**config.mk**
```make
export PLATFORM = sky130hd
export DESIGN_NAME = amc_top
export DESIGN_NICKNAME = d
export VERILOG_FILES = /design/src/amc_pkg.sv /design/src/amc_top.sv /design/src/amc_half_bridge.sv
export VERILOG_INCLUDE_DIRS = /design/src
export SDC_FILE = /design/constraint.sdc
export NUM_CORES = 1
export LEC_CHECK = 0
export ABC_AREA = 1
export ABC_CLOCK_PERIOD_IN_PS = 1150
export BUFFER_PORTS_ARGS = -buffer_cell sky130_fd_sc_hd__clkbuf_2
export CAP_MARGIN = 15
export CORE_ASPECT_RATIO = 1.4
export CORE_MARGIN = 5
export CORE_UTILIZATION = 55
export CTS_BUF_LIST = sky130_fd_sc_hd__clkbuf_8 sky130_fd_sc_hd__clkbuf_16
export DETAILED_ROUTE_END_ITERATION = 8
export PLACE_DENSITY = 0.77
export SLEW_MARGIN = 20
export SYNTH_ARGS = -nofsm -noshare
export SYNTH_HDL_FRONTEND = slang
export SYNTH_SLANG_ARGS = --single-unit
```
**constraint.sdc**
```tcl
create_clock -name ref_clk -period 1.15 [get_ports ref_clk]
set_input_delay 0.115 -clock ref_clk [delete_from_list [all_inputs] [get_ports ref_clk]]
set_output_delay 0.115 -clock ref_clk [all_outputs]
set_load 0.05 [all_outputs]
```
**src/amc_map.svh**
```systemverilog
// amc_map.svh: named codes and bit positions for the amplifier mode and reset control.
// assumes it is included by the package and by the design files, never compiled alone.
`ifndef AMC_MAP_SVH
`define AMC_MAP_SVH

// mode pin codes {cfg_sel2, cfg_sel1, cfg_sel0}
`define AMC_MODE_AD_DIFF_BTL 3'h0
`define AMC_MODE_AD_SING_BTL 3'h1
`define AMC_MODE_PS_DIFF_BTL 3'h2
`define AMC_MODE_AD_SING_MIX 3'h3
`define AMC_MODE_AD_DIFF_PARALLELED_BRIDGED_OUTPUT 3'h4
`define AMC_MODE_AD_SING_SE 3'h5
`define AMC_MODE_PS_DIFF_PARALLELED_BRIDGED_OUTPUT 3'h6
`define AMC_MODE_PS_SING_BAD 3'h7

// positions inside the synchronised pin vector
`define AMC_PIN_PWM_LO 0
`define AMC_PIN_PWM_HI 3
`define AMC_PIN_SEL_LO 4
`define AMC_PIN_SEL_HI 6
`define AMC_PIN_RSTN 7
`define AMC_PIN_W 8

// half-bridge indices
`define AMC_HB_A 0
`define AMC_HB_B 1
`define AMC_HB_C 2
`define AMC_HB_D 3

// pulldown masks per arrangement while reset is held low
`define AMC_PD_ALL 4'hF
`define AMC_PD_NONE 4'h0
`define AMC_PD_AB 4'h3

`endif

```
**src/amc_pkg.sv**
```systemverilog
// amc_pkg: types shared by the mode and reset control and its half-bridge driver.
// assumes amc_map.svh is found on the include path.
`include "amc_map.svh"

package amc_pkg;

    // output arrangement of the four half-bridges
    typedef enum logic [1:0] {
        ARR_BTL = 2'h0,
        ARR_PARALLELED_BRIDGED_OUTPUT = 2'h1,
        ARR_SE = 2'h2,
        ARR_MIX = 2'h3
    } amc_arr_e;

    // main control states, one-hot
    typedef enum logic [3:0] {
        ST_HOLD = 4'h1,
        ST_RUN = 4'h2,
        ST_FAULT = 4'h4,
        ST_UNSUP = 4'h8
    } amc_state_e;

    // decoded configuration
    typedef struct packed {
        logic phase_shifted_modulation;
        logic differential_input;
        amc_arr_e arr;
        logic unsup;
    } amc_cfg_s;

    // state of the main control
    typedef struct packed {
        logic [`AMC_PIN_W-1:0] s1;
        logic [`AMC_PIN_W-1:0] s2;
        logic [`AMC_PIN_W-1:0] s3;
        logic [`AMC_PIN_W-1:0] flt;
        amc_state_e st;
        amc_cfg_s cfg;
        logic [3:0] drv;
        logic [3:0] pd;
        logic run;
        logic fault_oe;
        logic dc_prot;
        logic cfg_err;
    } amc_regs_s;

    // state of one half-bridge driver
    typedef struct packed {
        logic hs;
        logic ls;
        logic pd;
    } amc_hb_s;

endpackage

```
**src/amc_top.sv**
```systemverilog
// amc_top: mode decode, reset and fault control of a four half-bridge pwm power stage.
// assumes pins arrive asynchronously; fault detectors sit on ref_clk.
`timescale 1ns/1ns
`include "amc_map.svh"

module amc_top (
    // clock and reset
    input wire logic ref_clk,
    input wire logic rst,
    // device pins
    input wire logic reset_n_pin,
    input wire logic cfg_sel0,
    input wire logic cfg_sel1,
    input wire logic cfg_sel2,
    input wire logic [3:0] pwm_in,
    // protection events on ref_clk
    input wire logic global_fault,
    input wire logic overload_fault,
    // half-bridge gates
    output logic [3:0] hs_on,
    output logic [3:0] ls_on,
    output logic [3:0] pd_en,
    // open-drain fault pin, enable high pulls the line low
    output logic fault_n_o,
    output logic fault_n_oe,
    // status
    output logic dc_prot_en,
    output logic cfg_err
);

    amc_pkg::amc_regs_s r_ff; // all control state
    amc_pkg::amc_regs_s nxt_r; // next control state
    logic [`AMC_PIN_W-1:0] pins; // raw pin vector
    logic [`AMC_PIN_W-1:0] diff23; // stages two and three disagree
    logic rstn; // filtered reset pin
    logic [3:0] pw; // filtered pwm inputs

    // mode pin decode
    function automatic amc_pkg::amc_cfg_s decode(input logic [2:0] m);
        amc_pkg::amc_cfg_s c;
        c = '0;
        case (m)
            `AMC_MODE_AD_DIFF_BTL: begin
                c.differential_input = 1'b1;
                c.arr = amc_pkg::ARR_BTL;
            end
            `AMC_MODE_AD_SING_BTL: begin
                c.arr = amc_pkg::ARR_BTL;
            end
            `AMC_MODE_PS_DIFF_BTL: begin
                c.phase_shifted_modulation = 1'b1;
                c.differential_input = 1'b1;
                c.arr = amc_pkg::ARR_BTL;
            end
            `AMC_MODE_AD_SING_MIX: begin
                c.arr = amc_pkg::ARR_MIX;
            end
            `AMC_MODE_AD_DIFF_PARALLELED_BRIDGED_OUTPUT: begin
                c.differential_input = 1'b1;
                c.arr = amc_pkg::ARR_PARALLELED_BRIDGED_OUTPUT;
            end
            `AMC_MODE_AD_SING_SE: begin
                c.arr = amc_pkg::ARR_SE;
            end
            `AMC_MODE_PS_DIFF_PARALLELED_BRIDGED_OUTPUT: begin
                c.phase_shifted_modulation = 1'b1;
                c.differential_input = 1'b1;
                c.arr = amc_pkg::ARR_PARALLELED_BRIDGED_OUTPUT;
            end
            // phase-shifted with single input, not usable
            default: begin
                c.phase_shifted_modulation = 1'b1;
                c.arr = amc_pkg::ARR_BTL;
            end
        endcase
        c.unsup = c.phase_shifted_modulation & (~c.differential_input
            | (c.arr == amc_pkg::ARR_SE) | (c.arr == amc_pkg::ARR_MIX));
        return c;
    endfunction

    assign pins = {reset_n_pin, cfg_sel2, cfg_sel1, cfg_sel0, pwm_in};
    assign diff23 = r_ff.s2 ^ r_ff.s3;
    assign rstn = r_ff.flt[`AMC_PIN_RSTN];
    assign pw = r_ff.flt[`AMC_PIN_PWM_HI:`AMC_PIN_PWM_LO];

    // next-state logic
    always_comb begin
        nxt_r = r_ff;
        // three-stage pin synchroniser, value taken once stages two and three agree
        nxt_r.s1 = pins;
        nxt_r.s2 = r_ff.s1;
        nxt_r.s3 = r_ff.s2;
        nxt_r.flt = (~diff23 & r_ff.s3) | (diff23 & r_ff.flt);
        case (r_ff.st)
            amc_pkg::ST_HOLD: begin
                nxt_r.cfg = decode(r_ff.flt[`AMC_PIN_SEL_HI:`AMC_PIN_SEL_LO]);
                if (rstn) begin
                    nxt_r.st = r_ff.cfg.unsup ? amc_pkg::ST_UNSUP : amc_pkg::ST_RUN;
                end
            end
            amc_pkg::ST_RUN: begin
                if (!rstn) begin
                    nxt_r.st = amc_pkg::ST_HOLD;
                end else if (global_fault || overload_fault) begin
                    nxt_r.st = amc_pkg::ST_FAULT;
                end
            end
            amc_pkg::ST_FAULT: begin
                // only a reset toggle leaves the latched fault
                if (!rstn) begin
                    nxt_r.st = amc_pkg::ST_HOLD;
                end
            end
            amc_pkg::ST_UNSUP: begin
                if (!rstn) begin
                    nxt_r.st = amc_pkg::ST_HOLD;
                end
            end
            default: begin
                nxt_r.st = amc_pkg::ST_HOLD;
            end
        endcase
        nxt_r.run = (nxt_r.st == amc_pkg::ST_RUN);
        // fault pin pulled low on shutdown
        nxt_r.fault_oe = (nxt_r.st == amc_pkg::ST_FAULT);
        nxt_r.dc_prot = nxt_r.run & ~r_ff.cfg.phase_shifted_modulation;
        nxt_r.cfg_err = (nxt_r.st == amc_pkg::ST_UNSUP);
        // route inputs to bridges per arrangement
        nxt_r.drv = pw;
        case (r_ff.cfg.arr)
            amc_pkg::ARR_BTL: begin
                if (!r_ff.cfg.differential_input) begin
                    nxt_r.drv = {~pw[`AMC_HB_C], pw[`AMC_HB_C], ~pw[`AMC_HB_A], pw[`AMC_HB_A]};
                end
                nxt_r.pd = `AMC_PD_ALL;
            end
            amc_pkg::ARR_PARALLELED_BRIDGED_OUTPUT: begin
                if (r_ff.cfg.differential_input) begin
                    nxt_r.drv = {pw[`AMC_HB_B], pw[`AMC_HB_A], pw[`AMC_HB_B], pw[`AMC_HB_A]};
                end else begin
                    nxt_r.drv = {~pw[`AMC_HB_A], pw[`AMC_HB_A], ~pw[`AMC_HB_A], pw[`AMC_HB_A]};
                end
                nxt_r.pd = `AMC_PD_ALL;
            end
            amc_pkg::ARR_SE: begin
                nxt_r.pd = `AMC_PD_NONE;
            end
            // bridge on a/b from one input, c and d single-ended
            default: begin
                nxt_r.drv = {pw[`AMC_HB_D], pw[`AMC_HB_C], ~pw[`AMC_HB_A], pw[`AMC_HB_A]};
                nxt_r.pd = `AMC_PD_AB;
            end
        endcase
        // pulldowns only while held in reset
        // none at all for an unsupported code
        if (nxt_r.st != amc_pkg::ST_HOLD || r_ff.cfg.unsup) begin
            nxt_r.pd = `AMC_PD_NONE;
        end
    end

    // state register
    always_ff @(posedge ref_clk) begin
        if (rst) begin
            r_ff <= '0;
            r_ff.st <= amc_pkg::ST_HOLD;
        end else begin
            r_ff <= nxt_r;
        end
    end

    // one driver per half-bridge
    genvar gi;
    generate
        for (gi = 0; gi < 4; gi++) begin : g_hb
            amc_half_bridge u_hb (
                .ref_clk(ref_clk),
                .rst(rst),
                .run(r_ff.run),
                .drv(r_ff.drv[gi]),
                .pd_req(r_ff.pd[gi]),
                .hs_on(hs_on[gi]),
                .ls_on(ls_on[gi]),
                .pd_en(pd_en[gi])
            );
        end
    endgenerate

    assign fault_n_oe = r_ff.fault_oe;
    assign fault_n_o = 1'b0;
    assign dc_prot_en = r_ff.dc_prot;
    assign cfg_err = r_ff.cfg_err;
endmodule

```
**src/amc_half_bridge.sv**
```systemverilog
// amc_half_bridge: gate control of one half-bridge, high-side, low-side and weak pulldown.
// assumes run, drv and pd_req come from logic on ref_clk.
`timescale 1ns/1ns
`include "amc_map.svh"

module amc_half_bridge (
    // clock and reset
    input wire logic ref_clk,
    input wire logic rst,
    // control
    input wire logic run,
    input wire logic drv,
    input wire logic pd_req,
    // gate outputs
    output logic hs_on,
    output logic ls_on,
    output logic pd_en
);

    amc_pkg::amc_hb_s r_ff; // registered gate state
    amc_pkg::amc_hb_s nxt_r; // next gate state

    // both switches off unless running; pulldown only while stopped
    always_comb begin
        nxt_r.hs = run & drv;
        nxt_r.ls = run & ~drv;
        nxt_r.pd = ~run & pd_req;
    end

    // gate registers, all off at reset
    always_ff @(posedge ref_clk) begin
        if (rst) begin
            r_ff <= '0;
        end else begin
            r_ff <= nxt_r;
        end
    end

    assign hs_on = r_ff.hs;
    assign ls_on = r_ff.ls;
    assign pd_en = r_ff.pd;
endmodule

```
# Word level (Yosys, flattened, before mapping)

Cells that the tools add are included.

Equal/unequal tests: 18
Mux-type cells: 16
Bitwise gates (word level): 30
Reduce and logical (&&, ||, !) cells: 10

Operators by type and width:

| cell                 | count |
|---|---|
| $mux W4              | 7 |
| $pmux W4 S3          | 2 |
| $and A8 B8 Y8        | 2 |
| $and A1 B1 Y1        | 14 |
| $eq A3 B3 Y1 const B | 3 |
| $not A1 Y1           | 9 |
| $eq A4 B2 Y1 const B | 2 |
| $eq A4 B3 Y1 const B | 2 |
| $eq A4 B4 Y1 const B | 2 |
| $not A8 Y8           | 1 |
| $or A8 B8 Y8         | 1 |
| $pmux W4 S2          | 1 |
| $reduce_or A2 Y1     | 4 |
| $xor A8 B8 Y8        | 1 |
| $eq A2 B2 Y1 const B | 3 |
| $eq A3 B2 Y1 const B | 2 |
| $pmux W2 S3          | 1 |
| $reduce_or A5 Y1     | 1 |
| $eq A4 B1 Y1 const B | 1 |
| $mux W1              | 4 |
| $ne A4 B1 Y1 const B | 1 |
| $reduce_or A4 Y1     | 1 |
| $eq A3 B1 Y1 const B | 1 |
| $logic_not A3 Y1     | 1 |
| 5 further kinds      | 7 |

Bits in registers: 65
Output and inout port bits: 16

# Depth between registers and ports, before layout

Word-level depth: 8
Gate-level depth with buffers: 7

# By module

A second synthesis with hierarchy kept.

Cells, all modules: 248
Area, all modules: 2,073.2 um^2

Modules (own cells, without submodules):

| module          | times used | cells each | area each (um^2) | sequential area each (um^2) |
|---|---|---|---|---|
| amc_top         | 1          | 208        | 1,717.9          | 1,021.0 |
| amc_half_bridge | 4          | 10         | 88.8             | 60.1 |

# Least setup slack after synthesis

OpenSTA, ideal clock, no wires.

Kind: register to register
From: register r_ff[17] in the netlist's numbering
To: register r_ff[6] in the netlist's numbering
Library setup time: 117 ps
Arrival time: 831 ps
Setup slack: 202 ps
Stages on the path, launching flop included: 8
Cells stage by stage: dfxtp_1 -> inv_1 -> nor2_2 -> nand2_4 -> nand3_1 -> nand2_1 -> nand2_1 -> nor2_1

Longest elaborated chain between the ends: 6
Elaborated cells on any way between the ends: 13
Those cells by class: 5 x eq/ne; 5 x mux; 3 x reduce/logical

RTL lines:

| item                                                  | line           | source |
|---|---|---|
| start, declared                                       | amc_top.sv:31  | `amc_pkg::amc_regs_s r_ff;` |
| start signal, assigned                                | amc_top.sv:167 | `r_ff <= nxt_r;` |
| $eq A4 B4 Y1 (tied with other cells)                  | amc_top.sv:94  | `case (r_ff.st)` |
| $reduce_or A2 Y1 (no line) or $mux W4 (tied branches) | n/a            |  |
| $pmux W4 S3 *                                         | amc_top.sv:94  |  |
| $ne A4 B1 Y1 *                                        | amc_top.sv:156 | `if (nxt_r.st != amc_pkg::ST_HOLD \|\| r_ff.cfg.unsup) begin` |
| $logic_or A1 B1 Y1 *                                  | amc_top.sv:156 |  |
| $reduce_or A2 Y1 (no line) *                          | n/a            |  |

Every way passes the cells marked *; elsewhere a longest branch is shown, timed or not.
A chain may end at the register's enable or synchronous reset.

# Worst setup path in the final report

From: register r_ff[18] in the netlist's numbering
To: register r_ff[5] in the netlist's numbering

Same word-level chain as after synthesis.

==> impl_results.md <==
- Switching fraction of total power: 20.97%
- Flip-flop and latch area: 1226 µm²
- Via count of the first global-routing pass: ~1500
- Most frequent cell after synthesis: dfxtp_1
- Wire length of the first global-routing pass: 5927 µm
- Post-layout minimum cycle time: 1.043 ns
- Share of async-settable or async-resettable flops after synthesis: 0%
- Fin nets: slightly below 300
- Number of nets produced by synthesis: roughly 270
- Routability congestion estimate from global placement: 0.7763
- Final routed wirelength across all metal layers: around 3200 µm
- Fraction of the yosys area taken by sequential cells: 58.23%
- Clock Tree Root: clkbuf_8
- Leading post-synthesis cells by instance count: 61 x dfxtp_1, 57 x nor2_1, 37 x inv_1
- Number of synthesis warnings: 0
- Number of distinct library cell variants in the gate-level netlist after synthesis: 19
- Portion of synthesized cell area occupied by the leading cell type: 58.23%
- RSZ-0062 raised after global routing: no
- Summed instance area of the synthesized netlist: 2097 µm²
- Die height: between 80 and 90 µm
- Post-detailed-route wirelength per cell: 9.899 µm
- Count of maximum capacitance violations: 0
- Setup slack at placement: 0.09998 ns
- Period Utilization, post-route: 90.71%
- Via count: 1536
- Category of the worst setup path capture point: flop
- # setup viols final: 0
- Antenna Violating Nets Remaining: 0
- Number of synthesized flops with an enable pin: 0
- CP arrival: ~1.3 ns
- Class of the worst hold path: in2reg
- Worst endpoint required time: approximately 1.4 ns
- Total non-filler cell area in the finished layout: 2466 µm²
- #FFs+latches synth: 61
- Hold Startpoint: rst
- Worst Path Max Fanout: 4
- Number of antenna violations at the first check in global routing: 0
- Result of the run: complete, no violations
- Part of the power in combinational logic: 4.2%
- Category of the critical setup timing path: reg2reg
- CTS Buf Count: 9
- Post-Syn Instances: 253
- Clock transition at the registers of the reported paths: 0.07 ns
- Maximum level of the CTS H-tree: 3
- Number of pins exceeding their max-slew limit in the final report: 0
- Placed cell areas: 2180 µm²
- Design internal power: 0.003330 W
- Worst hold path depth: 2
- Die width: 62.19 µm
- Largest cells by area after synthesis: dfxtp_1 58%, nor2_1 10%, inv_1 6.6%, buf_4 4.7%, nand2_1 4.7%
- Kind of start point of the critical path: flop
- Critical Path Start: r_ff[18]
- Grt total ovfl: 0
- CTS tree: built
- ANT cells: 0
- Number of clock sinks seen by CTS: 61
- Port-buffer cells: 26
- Setup ws final: 0.1068 ns
- Post-route DRC violation count: 0
- Power dissipated by switching net loads: 0.0008836 W
- Core Region: 3676 µm²
- Area of the die: 5165 µm²
- Source-to-sink clock delay at the later pin of the worst-skew pair: around 0.33 ns
- Multi-input combinational cell area: 600.6 µm²
- Highest achievable clock rate: approximately 0.96 GHz
- Number of iterations in the first detailed-routing pass: 5
- Ratio of cells with drive above 1 in the final layout: around a fifth
- Layout area overhead: 17.60%
- Launch point of the worst reg-to-reg path: r_ff[18]
- Fraction of power consumed by sequential logic: 51.8%
- End-of-flow core utilization: 67.09%
- IO Pins: 28
- Filler Cell Count: 304
- Detailed-route vias per instance: 4.697
- Register-to-Register Path Depth: 7
- Leak Pwr: approximately 1.1 nW
- Cell type with the highest aggregate area in the netlist: dfxtp_1
- Detailed-placement wirelength estimate: 2144 µm
- Initial standard-cell utilization of the core: approximately 57%
- Synthesized area per cell: 8.289 µm²
- Overall routing resource usage: 14.15%
- Aggregate negative setup slack: 0 ns
- Site row count: 26
- Main flop type after synthesis: dfxtp_1
- Clk_skew: 0.007100 ns
- Clock group share of total power: between 40% and 50%
- Clk buf depth: 2
- Hold Fails Final Rpt: 0
- Peak VDD IR: about 1.4 mV
- Total power per unit cell area: 1709 nW/µm²
- Largest net degree at the start of global routing: 32
- Drt first-iter violations: 43
==> routing by layer <==
metal / routed length (µm) / GRT usage, % / up-vias
li1: - / - / 816
met1: 1328 / 14.07 / 678
met2: 1641 / 23.77 / 37
met3: 211 / 4.459 / 5
met4: 56 / 11.05 / 0
met5: 0 / 0 / -
==> final timing paths <==
kind / to / slack [ns]
max: r_ff[5] / 0.11
min: r_ff[14] / 0.19
max reg2reg: r_ff[5] / 0.11
min reg2reg: nxt_r[30] / 0.40
==> area by class of cell <==
class / instances / area share (%)
clock buffer: 11 / 6.139
clock inverter: 4 / 1.928
inverter: 40 / 6.088
multi-input combinational: 133 / 24.35
sequential: 61 / 49.72
tap: 42 / 2.131
timing repair buffer: 36 / 9.640
==> per-stage QoR <==
stage / hold WS, ns / total power (W) / std cells
detailed placement: 0.3100 / 0.002385 / 304
global route: 0.2409 / 0.004374 / 327
CTS: 0.1793 / 0.004252 / 327
global placement: 0.3070 / 0.002380 / 304
finish: 0.1892 / 0.004214 / 327
floorplan: 0.2220 / 0.002353 / 253
==> critical path, stage by stage (launching register included) <==
cell     delay (ns)
dfxtp_2        0.38
inv_2          0.04
nor2_1         0.11
nand2_1        0.11
nand3_1        0.12
nand2_1        0.06
nand2_1        0.08
nor2_1         0.04
==> placed cells by master, fill, tap and decap left out, types with 3 or more instances in the layout <==
cell / instances
a211oi_1: 4
a21oi_1: 15
clkbuf_2: 26
clkbuf_8: 11
dfxtp_1: 57
dfxtp_2: 4
dlygate4sd3_1: 8
inv_1: 37
inv_2: 3
nand2_1: 26
nand3_1: 6
nand4_1: 3
nor2_1: 56
nor2_2: 3
o21ai_0: 9
o21ai_1: 5
==> cells by family after synthesis <==
logic type | count (synthesis) | share of synthesized area, %
flip-flops | 61 | 58.23
AO/OA/AOI/OAI | 34 | 8.771
other | 1 | 0.1788
AND/OR/NAND/NOR | 98 | 19.57
buffers and inverters | 59 | 13.25
==> power by group through the flow <==
stage	registers, W	logic [W]	clock network, W
2_1_floorplan	0.00222	0.000129	0
3_3_place_gp	0.00223	0.000154	0
3_5_place_dp	0.00223	0.000157	0
4_1_cts	0.00218	0.000178	0.00189
5_1_grt	0.00219	0.000203	0.00198
6_report	0.00218	0.000177	0.00186
==> what timing repair did <==
| item | 4_1_cts | 5_1_grt |
|---|---|---|
| gates resized for setup | 0 | 5 |
| setup endpoints to repair | 0 | 2 |
| buffers inserted | 0 | 0 |
| endpoints found under the hold margin | 8 | 0 |
| hold buffers | 8 | 0 |
(Power assumes the default switching activity.)
